<file path="config.mk">
export PLATFORM = sky130hd
export DESIGN_NAME = lane_pattern_check_flat
export DESIGN_NICKNAME = d
export VERILOG_FILES = /design/src/inc/stpl_pkg.sv /design/src/inc/lane_chk_if.sv /design/src/hdl/lane_pattern_check.sv /design/src/flat_wrapper.sv
export SDC_FILE = /design/constraint.sdc
export NUM_CORES = 1
export LEC_CHECK = 0
export BUFFER_PORTS_ARGS = -buffer_cell sky130_fd_sc_hd__buf_2
export CORE_MARGIN = 8
export CORE_UTILIZATION = 49
export CTS_CLUSTER_SIZE = 25
export DETAILED_ROUTE_END_ITERATION = 10
export GPL_TIMING_DRIVEN = 0
export PLACE_DENSITY_LB_ADDON = 0.1
export SLEW_MARGIN = 20
export SYNTH_ARGS = -nofsm -noshare
export SYNTH_HDL_FRONTEND = slang
export SYNTH_SLANG_ARGS = --single-unit
</file>
<file path="constraint.sdc">
create_clock -name clk -period 2.45 [get_ports clk]
set_input_delay 0.1225 -clock clk [delete_from_list [all_inputs] [get_ports clk]]
set_output_delay 0.1225 -clock clk [all_outputs]
set_load 0.1 [all_outputs]
</file>
<file path="src/inc/stpl_pkg.sv">
// Types shared by the short transport test checker files.
// Assumes stpl_regs.svh is on the include path.
package stpl_pkg;
   typedef logic [15:0] reg16_t;
   typedef enum logic [1:0] {
      CHK_IDLE,
      CHK_LEARN,
      CHK_COMPARE
   } chk_state_t;
endpackage

</file>
<file path="src/inc/lane_chk_if.sv">
// Signals between the top module and one lane comparator.
// Assumes a single clock domain shared by both ends.
`timescale 1ns/1ps
interface lane_chk_if #(
   parameter int W = 16
);
   logic en;
   logic valid;
   logic [W-1:0] data;
   logic mismatch;
   modport top (output en, output valid, output data, input mismatch);
   modport lane (input en, input valid, input data, output mismatch);
endinterface

</file>
<file path="src/hdl/lane_pattern_check.sv">
// One lane comparator: learns the repeating test word, then flags any word that differs.
// Assumes the test pattern repeats every received word once the transmitter sends it.
`timescale 1ns/1ps
module lane_pattern_check #(
   parameter int W = 16
) (
   input wire logic clk,
   input wire logic rst_n,
   input wire logic ce,
   lane_chk_if.lane chk
);
   stpl_pkg::chk_state_t state_q;
   stpl_pkg::chk_state_t state_d;
   logic [W-1:0] ref_q;
   logic mismatch_q;
   wire logic differs;

   assign differs = chk.valid && (chk.data != ref_q);
   assign chk.mismatch = mismatch_q;

   // ----------------------------------------
   // State sequencing
   // ----------------------------------------
   always_comb begin
      case (state_q)
         stpl_pkg::CHK_IDLE: state_d = chk.en ? stpl_pkg::CHK_LEARN : stpl_pkg::CHK_IDLE;
         stpl_pkg::CHK_LEARN: state_d = !chk.en ? stpl_pkg::CHK_IDLE :
            (chk.valid ? stpl_pkg::CHK_COMPARE : stpl_pkg::CHK_LEARN);
         stpl_pkg::CHK_COMPARE: state_d = chk.en ? stpl_pkg::CHK_COMPARE : stpl_pkg::CHK_IDLE;
         default: state_d = stpl_pkg::CHK_IDLE;
      endcase
   end

   always_ff @(posedge clk) begin
      if (!rst_n) begin
         state_q <= stpl_pkg::CHK_IDLE;
         ref_q <= '0;
         mismatch_q <= 1'b0;
      end else if (ce) begin
         state_q <= state_d;
         if (state_q == stpl_pkg::CHK_LEARN && chk.valid) begin
            ref_q <= chk.data;
         end
         mismatch_q <= (state_q == stpl_pkg::CHK_COMPARE) && chk.en && differs;
      end
   end

   a_lane_idle_quiet: assert property (@(posedge clk) disable iff (!rst_n)
      (ce && !chk.en) |=> !mismatch_q)
      else $error("Lane flagged mismatch while checker disabled");
endmodule

</file>
<file path="src/flat_wrapper.sv">
// flat-port wrapper written by rule: the top's interface ports become plain ports
module lane_pattern_check_flat 
#(
   parameter int W = 16
)
  (clk, rst_n, ce, chk_en, chk_valid, chk_data, chk_mismatch);
  lane_chk_if #(.W(W)) chk_i ();
  input wire logic clk;
  input wire logic rst_n;
  input wire logic ce;
  input wire logic [$bits(chk_i.en)-1:0] chk_en;
  input wire logic [$bits(chk_i.valid)-1:0] chk_valid;
  input wire logic [$bits(chk_i.data)-1:0] chk_data;
  output wire logic [$bits(chk_i.mismatch)-1:0] chk_mismatch;
  assign chk_i.en = chk_en;
  assign chk_i.valid = chk_valid;
  assign chk_i.data = chk_data;
  assign chk_mismatch = chk_i.mismatch;
  lane_pattern_check #(.W(W)) u_core (.clk(clk), .rst_n(rst_n), .ce(ce), .chk(chk_i));
endmodule
</file>
==> flow_summary.rst, run 1 <==
.. list-table::
   :header-rows: 1

   * - Metric
     - Value
   * - Result of the run
     - complete, no violations
   * - Relative slew slack
     - 67.70%
   * - Post CTS Setup Buffer Count
     - 0
   * - Overall track demand over capacity in global routing
     - 12.20%
   * - Switching Share
     - 24.28%
   * - CTS Root Buffer Type
     - clkbuf_4
   * - Chip Height
     - 59.56 µm
   * - Count of synthesis-stage warnings from yosys
     - 0
   * - Routed wire length per instance
     - 11.71 µm
   * - Mapped cell area
     - 929.6 µm²
   * - Detailed Route Iter0 Violations
     - 13
   * - Int Pwr
     - 410.5 µW
   * - Clock buffers created by TritonCTS
     - 3
   * - Starting density of the core
     - 52.70%
   * - Sequential share of power
     - 58.8%
   * - Area share of and/or/nand/nor cells after synthesis
     - 21.94%
   * - Growth of design area from synthesis to finish
     - 17.09%
   * - Clock tree from TritonCTS
     - built
   * - Fraction of final layout cells with drive strength greater than 1
     - 23.66%
   * - Drt first pass iters
     - 4
   * - Count of cells resized by post-cts repair
     - 0
   * - GP Congestion
     - 0.7373
   * - Number of antenna-violating nets in the routed design
     - 0
   * - Seq/Total Area, Yosys
     - 40.92%
   * - Library cell occupying the most area in the post-synthesis netlist
     - dfxtp_1
   * - Row cnt
     - 15
   * - Worst slew pin tran
     - 487.8 ps
   * - Synthesized instance count
     - 107
   * - Top fanout value on the critical path
     - 10
   * - Accumulated negative setup slack
     - 0 ps
   * - Final-stage net count
     - 153
   * - Switching power summed over all nets
     - 131.6 µW
   * - Compound-Gate Fraction of Synth Area
     - 17.23%
   * - Antenna violations before repair
     - 0
   * - Unique masters post-synth
     - 23
   * - Post-Syn Area per Cell
     - 8.688 µm²
   * - GRT overflow
     - 0
   * - Worst-skew pair later-pin latency
     - 300 ps
   * - Portion of total power attributed to combinational logic
     - 12.0%
   * - Part of the power in the clock network
     - 29.1%
   * - Leakage power
     - 0.3758 nW
   * - F_max
     - 0.7759 GHz
   * - Total core area
     - 1764 µm²
   * - Final standard cell utilization of the core
     - 61.70%
   * - Synth area leaders
     - dfxtp_1, xnor2_1, nand2_1, a21boi_0, a21boi_1
   * - Max Buffers Root-to-Sink
     - 2
   * - Via count of the first global-routing pass
     - 777
   * - Io pins
     - 22
   * - Pin count of the biggest net entering global routing
     - 12
   * - Post-synthesis net count
     - 128
   * - Max-Cap Viols
     - 0
   * - CP Data Arrival Time
     - 1490 ps
   * - PwrDens
     - 498.0 nW/µm²
   * - Type of element capturing the critical path
     - register
   * - Post-synthesis xor/xnor area fraction
     - 15.07%
   * - Type of the tightest min-delay check
     - in -> reg
   * - Number of hold violations in the final report
     - 0
   * - Critical Path RT
     - 2650 ps
   * - Total number of H-tree levels
     - 1
   * - Critical path class
     - reg -> reg
   * - Number of synthesized register bits
     - 19
   * - Hold-fix buffers, CTS
     - 0
   * - Wire length of the first global-routing pass
     - 3325 µm
   * - Final count of pins violating max slew
     - 0
   * - Total number of vias
     - 770
   * - Diode insertion count for antenna repair
     - 0
   * - Maximum resistive drop on vdd
     - 0.3233 mV
   * - Setup skew after layout
     - 0.5597 ps
   * - CTS clk-pin slew, worst paths
     - 110 ps
   * - Fill cells
     - 180
   * - Remaining routing DRC violations
     - 0
   * - Min Clock Period, post-route
     - 1289 ps
   * - Number of clock sinks
     - 19
   * - Routed wire length
     - 1827 µm
   * - Placed cells
     - 152
   * - Type of origin of the critical path
     - register
   * - Multiplexer fraction of the synthesized cell area
     - 1.077%
   * - Setup repair after global routing missed its margin
     - no
   * - Final clock period utilization by the worst path
     - 52.61%
   * - Fraction of the mapped netlist area in adder cells
     - 0%
   * - Share of the synthesized area in the top cell type
     - 40.92%
   * - Final-report setup violation count
     - 0
   * - Ratio of routed vias to standard cells
     - 4.936
   * - Port buffer count
     - 20
   * - Count of non-filler cells in the finished layout
     - 156
   * - Width of the die
     - 59.56 µm
   * - Area of the die
     - 3547 µm²
   * - Largest family of logic cells by synthesized area
     - simple AND/OR/NAND/NOR gates
-- cell usage after synthesis, drive strengths merged --
master and number:
mux2i 1, nand3 1, a22oi 1, xnor2 16, nor2b 2, clkbuf 2, nand4 4, and4b 1
dfxtp 19, nor4 1, nor3 1, buf 3, inv 1, nand2 33, a21boi 16, o21ai 2
a211oi 1, nand3b 1, nand4b 1
-- placed cells by master, fill, tap and decap left out, drive strengths merged, types with 2 or more instances in the layout --
cell type	netlist	final
clkbuf	2	5
dfxtp	19	19
nor2b	2	2
buf	3	23
o21ai	2	2
nand2	33	33
nand4	4	4
xnor2	16	16
a21boi	16	16
-- critical path, cell delays in order (launching register included) --
cell and delay [ps]:
dfxtp_1 420, nand4b_1 310, buf_2 300, nand2_1 110, a21boi_2 50
-- power groups by stage --
| stage | Sequential, mW | Combinational, mW | Clock (mW) |
|---|---|---|---|
| 3_3_place_gp | 0.326 | 0.0647 | 0 |
| 6_report | 0.319 | 0.0653 | 0.158 |
| 3_5_place_dp | 0.326 | 0.0659 | 0 |
| 5_1_grt | 0.320 | 0.0728 | 0.178 |
| 4_1_cts | 0.319 | 0.0661 | 0.165 |
| 2_1_floorplan | 0.325 | 0.0373 | 0 |
-- per-stage QoR --
step	total power [mW]	setup slack, ps	hold WS [ps]	cell area [µm²]
2_1_floorplan	0.3626	1243	257.3	929.6
3_3_place_gp	0.3903	1194	381.3	1061
3_5_place_dp	0.3918	1151	386.6	1061
4_1_cts	0.5498	1132	56.44	1089
5_1_grt	0.5712	1023	49.27	1089
6_report	0.5421	1161	63.93	1089
-- sequential cells by signal, indices dropped and copies added, names as in the netlist --
signal	flops
u_core.state_q	2
u_core.chk.mismatch	1
u_core.ref_q	16
-- worst paths after layout --
check	endpoint	cells after the start	startpoint	slack [ps]
min reg2reg	u_core.ref_q[11]$_SDFFE_PN0P_	2	u_core.ref_q[11]$_SDFFE_PN0P_	470
max reg2reg	u_core.ref_q[14]$_SDFFE_PN0P_	4	u_core.state_q[0]$_SDFFE_PN0P_	1160
max	u_core.ref_q[14]$_SDFFE_PN0P_	4	u_core.state_q[0]$_SDFFE_PN0P_	1160
min	u_core.ref_q[11]$_SDFFE_PN0P_	3	chk_data[11]	60
-- kinds of logic (layout without fill, tap and decap cells) --
| kind of cell | count (synthesis) | after routing |
|---|---|---|
| and+or+nand+nor | 45 | 45 |
| AOI/OAI and AO/OA | 20 | 20 |
| DFF | 19 | 19 |
| xor gates and xnor gates | 16 | 16 |
| buffers and inverters | 6 | 30 |
| muxes | 1 | 1 |
-- final cells by class --
class	count	area [µm²]	area share (%)
multi-input combinational	82	514.2	47.24
sequential	19	380.4	34.94
timing repair buffer	20	100.1	9.195
buffer	5	31.28	2.874
tap	25	31.28	2.874
clock buffer	3	22.52	2.069
clock inverter	1	5.005	0.4598
inverter	1	3.754	0.3448
-- metal layers --
layer  share of wire [%]  up-vias  GRT usage, %
met3                 6.5        4         4.772
met4                 1.5        0         6.122
met1                  46      348         13.21
met2                  46       14         20.03
li1                    -      404             -
met5                   0        -             0
Power figures use the tool's default switching activity.
==> inputs of run 2 (changes only) <==
--- a/config.mk
+++ b/config.mk
@@ -5,6 +5,7 @@
 export SDC_FILE = /design/constraint.sdc
 export NUM_CORES = 1
 export LEC_CHECK = 0
+export ABC_AREA = 1
 export BUFFER_PORTS_ARGS = -buffer_cell sky130_fd_sc_hd__buf_2
 export CORE_MARGIN = 8
 export CORE_UTILIZATION = 49
==> constraint.sdc (replaced) <==
create_clock -name clk -period 1.2 [get_ports clk]
set_input_delay 0.06 -clock clk [delete_from_list [all_inputs] [get_ports clk]]
set_output_delay 0.06 -clock clk [all_outputs]
set_load 0.1 [all_outputs]
==> run 2 against run 1 <==
Clock skew grew 0.89 ps. Non-clock buffer count up 8. Sequential power rose by 110%. Sequential share of layout area down 5.2 points. Maximum frequency grew 11%.
==> flow_summary.rst, run 2 <==
.. list-table::
   :header-rows: 1

   * - Metric
     - Value
   * - Result of the run
     - complete, no violations
   * - Final-report setup violation count
     - 0
   * - Setup slack at placement
     - 26.37 ps
   * - Number of antenna-violating nets in the routed design
     - 0
   * - Leakage power
     - 0.6519 nW
   * - Remaining routing DRC violations
     - 0
   * - Via count of the first global-routing pass
     - 971
   * - Detailed Route Iter0 Violations
     - 49
   * - CTS Root Buffer Type
     - clkbuf_4
   * - Diode insertion count for antenna repair
     - 0
   * - Total number of H-tree levels
     - 1
   * - Seq/Total Area, Yosys
     - 36.19%
   * - Register-to-register setup slack
     - 40 ps
   * - Worst-skew pair later-pin latency
     - 300 ps
   * - CP Data Arrival Time
     - 1400 ps
   * - CTS clk-pin slew, worst paths
     - 110 ps
   * - Synthesized instance count
     - 169
   * - Total number of vias
     - 1069
   * - Overall track demand over capacity in global routing
     - 12.10%
   * - Worst slew pin tran
     - 485.5 ps
   * - Min Clock Period, post-route
     - 1161 ps
   * - Synth area leaders
     - dfxtp_1, nand2_1, inv_1, nor2_1, o21ai_1
   * - Routed wire length
     - 2374 µm
   * - GRT overflow
     - 0
   * - Io pins
     - 22
   * - Count of synthesis-stage warnings from yosys
     - 0
   * - Top cell types by occurrence after synthesis
     - nand2_1, inv_1, nor2_1
   * - Row cnt
     - 16
   * - Unique masters post-synth
     - 16
   * - Library cell occupying the most area in the post-synthesis netlist
     - dfxtp_1
   * - Number of hold violations in the final report
     - 0
   * - Starting density of the core
     - 52.50%
   * - F_max
     - 0.8613 GHz
   * - Post-synthesis net count
     - 190
   * - Most used DFF post-synth
     - dfxtp_1
   * - Type of the tightest min-delay check
     - in -> reg
   * - Number of clock sinks
     - 19
   * - Accumulated negative setup slack
     - 0 ps
   * - Number of synthesized register bits
     - 19
   * - PwrDens
     - 899.7 nW/µm²
   * - Width of the die
     - 62.32 µm
   * - Post-route worst setup slack
     - 38.97 ps
   * - Antenna violations before repair
     - 0
   * - Area of the die
     - 3883 µm²
   * - Port buffer count
     - 21
   * - Max-Cap Viols
     - 0
   * - Final count of pins violating max slew
     - 0
   * - Post-synthesis async set-or-reset flop share
     - 0%
   * - Placed cells
     - 217
   * - Max reg flops
     - 16
   * - Type of origin of the critical path
     - register
   * - Count of non-filler cells in the finished layout
     - 229
   * - Chip Height
     - 62.32 µm
   * - Wire length of the first global-routing pass
     - 3905 µm
   * - HPWL after detailed placement
     - 1742 µm
   * - Top fanout value on the critical path
     - 5
   * - Top library cells by usage in the layout, fill and taps aside
     - nand2_1, inv_1, buf_2, nor2_1, dfxtp_1
   * - Total chip power
     - 1.165 mW
   * - Clock buffers created by TritonCTS
     - 3
   * - Most frequent standard cell in the layout excluding fill and tap cells
     - nand2_1
   * - Share of the synthesized area in the top cell type
     - 36.19%
   * - Relative slew slack
     - 67.86%
   * - Total core area
     - 2002 µm²
   * - Final-stage net count
     - 224
   * - Drt first pass iters
     - 5
   * - EDFF count, synth
     - 0
   * - Pin count of the biggest net entering global routing
     - 11
   * - Ratio of routed vias to standard cells
     - 4.668
   * - GP Congestion
     - 0.7770
   * - Mapped cell area
     - 1051 µm²
   * - Growth of design area from synthesis to finish
     - 23.21%
   * - Clock tree from TritonCTS
     - built
   * - Top reg by flops
     - u_core.ref_q
   * - Maximum resistive drop on vdd
     - 0.5864 mV
   * - Final clock period utilization by the worst path
     - 96.75%
   * - Max Buffers Root-to-Sink
     - 2
   * - Critical Path RT
     - 1440 ps
   * - DP Area
     - 1191 µm²
   * - Post-Syn Area per Cell
     - 6.219 µm²
   * - Routed wire length per instance
     - 10.37 µm
   * - Critical path class
     - reg -> reg
   * - Final standard cell utilization of the core
     - 64.69%
   * - Setup skew after layout
     - 1.454 ps
   * - Fraction of final layout cells with drive strength greater than 1
     - 24.75%
   * - Dominant cell by count in the synthesized netlist
     - nand2_1
   * - Hold_ws
     - 16.04 ps
   * - Cell area after layout
     - 1295 µm²
   * - Type of element capturing the critical path
     - register
==> run 2: area by class of cell <==
| class | instances | area, µm² |
|---|---|---|
| inverter | 35 | 131.4 |
| fill | 177 | 706.9 |
| timing repair buffer | 29 | 168.9 |
| multi-input combinational | 111 | 511.7 |
| sequential | 19 | 385.4 |
| clock buffer | 4 | 26.28 |
| tap | 27 | 33.78 |
| buffer | 4 | 37.54 |
==> run 2: timing repair <==
| action | CTS | global route |
|---|---|---|
| hold buffers | 0 | 1 |
| setup buffers | 0 | 5 |
| hold endpoints to repair | 0 | 1 |
| endpoints found under the setup margin | 0 | 17 |
| gates resized for setup | 0 | 8 |
==> run 2: cell families (layout without fill, tap and decap cells) <==
| group | Yosys count | after routing | share of synthesized area [%] |
|---|---|---|---|
| flops | 19 | 19 | 36.19 |
| compound gates | 33 | 33 | 18.69 |
| simple gates | 78 | 78 | 29.41 |
| buf+inv | 39 | 72 | 15.71 |
==> run 2: path summary, 6_finish.rpt <==
path,start,end,depth (start not counted)
max,u_core.state_q[1]$_SDFFE_PN0P_,u_core.ref_q[14]$_SDFFE_PN0P_,5
min,chk_data[5],u_core.ref_q[5]$_SDFFE_PN0P_,3
max reg2reg,u_core.state_q[1]$_SDFFE_PN0P_,u_core.ref_q[14]$_SDFFE_PN0P_,5
min reg2reg,u_core.chk.mismatch$_SDFFE_PN0P_,u_core.chk.mismatch$_SDFFE_PN0P_,2
==> run 2: power by group <==
part	switching, mW	internal [mW]	total (mW)
sequential	0.0129	0.648	0.661
combinational	0.0993	0.0787	0.178
clock	0.197	0.129	0.326
total	0.309	0.856	1.17
==> run 2: layer usage <==
| layer | share of wire (%) | global-route usage, % |
|---|---|---|
| met1 | 47 | 13.15 |
| met2 | 47 | 20.31 |
| met3 | 3.0 | 3.047 |
| met4 | 2.9 | 7.977 |
| met5 | 0 | 0 |
==> run 2: critical path: stages, from the launching register on <==
cell,delay (ps)
dfxtp_1,370
nor3_4,240
buf_4,150
buf_2,150
o21ai_1,70
a21oi_1,120
==> inputs of run 3 (changes only) <==
--- a/config.mk
+++ b/config.mk
@@ -5,7 +5,7 @@
 export SDC_FILE = /design/constraint.sdc
 export NUM_CORES = 1
 export LEC_CHECK = 0
-export ABC_AREA = 1
+export ABC_AREA = 0
 export BUFFER_PORTS_ARGS = -buffer_cell sky130_fd_sc_hd__buf_2
 export CORE_MARGIN = 8
 export CORE_UTILIZATION = 49
==> run 3 against run 2 <==
Setup slack better by 9.4 ps. Critical path depth down 1. First-iteration DRC count down 76%. Highest routed layer unchanged. Cell area down 13%. Critical endpoint is now u_core.chk.mismatch$_SDFFE_PN0P_.
==> flow_summary.rst, run 3 (same netlist as run 1, synthesis figures left out) <==
.. list-table::
   :header-rows: 1

   * - Metric
     - Value
   * - Fraction of final layout cells with drive strength greater than 1
     - 31.82%
   * - Result of the run
     - complete, no violations
   * - Routed wire length
     - 1883 µm
   * - Top library cells by usage in the layout, fill and taps aside
     - nand2_1, buf_2, xnor2_1, dfxtp_1, dfxtp_2
   * - Type of element capturing the critical path
     - register
   * - Top fanout value on the critical path
     - 2
   * - Leakage power
     - 0.3899 nW
   * - Diode insertion count for antenna repair
     - 0
   * - Ratio of routed vias to standard cells
     - 5.032
   * - Min Clock Period, post-route
     - 1152 ps
   * - Width of the die
     - 59.56 µm
   * - CP Data Arrival Time
     - 1340 ps
   * - Pin count of the biggest net entering global routing
     - 11
   * - Antenna violations before repair
     - 0
   * - Area of the die
     - 3547 µm²
   * - Final-stage net count
     - 154
   * - F_max
     - 0.8683 GHz
   * - Count of non-filler cells in the finished layout
     - 157
   * - Accumulated negative setup slack
     - 0 ps
   * - Most frequent standard cell in the layout excluding fill and tap cells
     - nand2_1
   * - Max-Cap Viols
     - 0
   * - Clock tree from TritonCTS
     - built
   * - Drt first pass iters
     - 4
   * - Total chip power
     - 1.117 mW
   * - Growth of design area from synthesis to finish
     - 21.13%
   * - Relative slew slack
     - 67.67%
   * - Io pins
     - 22
   * - Max Buffers Root-to-Sink
     - 2
   * - GP Congestion
     - 0.7091
   * - Total core area
     - 1764 µm²
   * - CTS Root Buffer Type
     - clkbuf_4
   * - Overall track demand over capacity in global routing
     - 11.39%
   * - PwrDens
     - 991.5 nW/µm²
   * - Number of hold violations in the final report
     - 0
   * - Total number of vias
     - 790
   * - Via count of the first global-routing pass
     - 797
   * - Placed cells
     - 152
   * - Top reg by flops
     - u_core.ref_q
   * - Port buffer count
     - 20
   * - Type of the tightest min-delay check
     - in -> reg
   * - Register-to-register setup slack
     - 50 ps
   * - Final count of pins violating max slew
     - 0
   * - Setup skew after layout
     - 2.859 ps
   * - Routed wire length per instance
     - 11.99 µm
   * - Critical Path RT
     - 1390 ps
   * - CTS clk-pin slew, worst paths
     - 110 ps
   * - Multi-input combinational cell area
     - 535.5 µm²
   * - Total area of sequential cells
     - 390.4 µm²
   * - Wire length of the first global-routing pass
     - 3160 µm
   * - Detailed Route Iter0 Violations
     - 12
   * - Hold-fix buffers, CTS
     - 0
   * - Critical path class
     - reg -> reg
   * - Final-report setup violation count
     - 0
   * - Remaining routing DRC violations
     - 0
   * - Worst slew pin tran
     - 488.3 ps
   * - Max reg flops
     - 16
   * - Row cnt
     - 15
   * - GRT overflow
     - 0
   * - Type of origin of the critical path
     - register
   * - Hold_ws
     - 3.517 ps
   * - Worst-skew pair later-pin latency
     - 300 ps
   * - Chip Height
     - 59.56 µm
   * - Clock buffers created by TritonCTS
     - 3
   * - Final clock period utilization by the worst path
     - 95.97%
   * - Starting density of the core
     - 52.70%
   * - Maximum resistive drop on vdd
     - 0.5482 mV
   * - Number of antenna-violating nets in the routed design
     - 0
   * - HPWL after detailed placement
     - 1400 µm
   * - DP Area
     - 1062 µm²
   * - Fill cells
     - 185
   * - Setup repair after global routing missed its margin
     - yes
   * - Total number of H-tree levels
     - 1
   * - Number of clock sinks
     - 19
   * - Cell area after layout
     - 1126 µm²
==> run 3: worst max-delay path, cell delays in order (launching register included) <==
cell	delay, ps
dfxtp_2	360
xnor2_2	100
nand4_1	140
nor4_2	350
o21ai_1	90
==> run 3: path summary, 6_finish.rpt <==
| path | from | to | cells past startpoint |
|---|---|---|---|
| setup / recovery | u_core.ref_q[4]$_SDFFE_PN0P_ | u_core.chk.mismatch$_SDFFE_PN0P_ | 4 |
| hold / removal | chk_data[14] | u_core.ref_q[14]$_SDFFE_PN0P_ | 3 |
| setup reg to reg | u_core.ref_q[4]$_SDFFE_PN0P_ | u_core.chk.mismatch$_SDFFE_PN0P_ | 4 |
| hold reg to reg | u_core.ref_q[9]$_SDFFE_PN0P_ | u_core.ref_q[9]$_SDFFE_PN0P_ | 2 |
==> run 3: routing by layer <==
metal  routed length [µm]  GRT usage, %  vias to the layer above
li1                     -             -                      409
met4                   25         5.102                        0
met2                  912         18.95                       20
met3                  110         2.820                        4
met1                  834         13.28                      357
met5                    0             0                        -
==> run 3: where the power goes <==
part	switching [mW]	total, mW	internal [mW]	leakage, nW
Sequential	0.00949	0.652	0.643	0.157
Clock	0.195	0.325	0.129	0.0150
Combinational	0.0639	0.139	0.0756	0.217
Total	0.269	1.12	0.848	0.390
==> run 3: repair_timing <==
action / in CTS / in global routing
endpoints found under the hold margin: 0 / 0
pin swaps: 4 / 8
resized for setup: 3 / 8
endpoints found under the setup margin: 11 / 11
buffers inserted: 1 / 0
==> run 3: stage by stage <==
step                utilization, %  setup slack, ps
CTS                          62.55            1.806
global placement             60.21           -52.74
detailed placement           60.21           -76.88
floorplan                        -            143.8
global route                 63.83           -25.79
finish                       63.83            48.36
==> run 3: cell type report <==
class / count / area share [%]
multi-input cells: 82 / 47.56
flip-flops and latches: 19 / 34.67
repair buffers: 21 / 9.556
plain buffers: 5 / 2.778
well taps: 25 / 2.778
clock buffers: 4 / 2.333
inverters: 1 / 0.3333
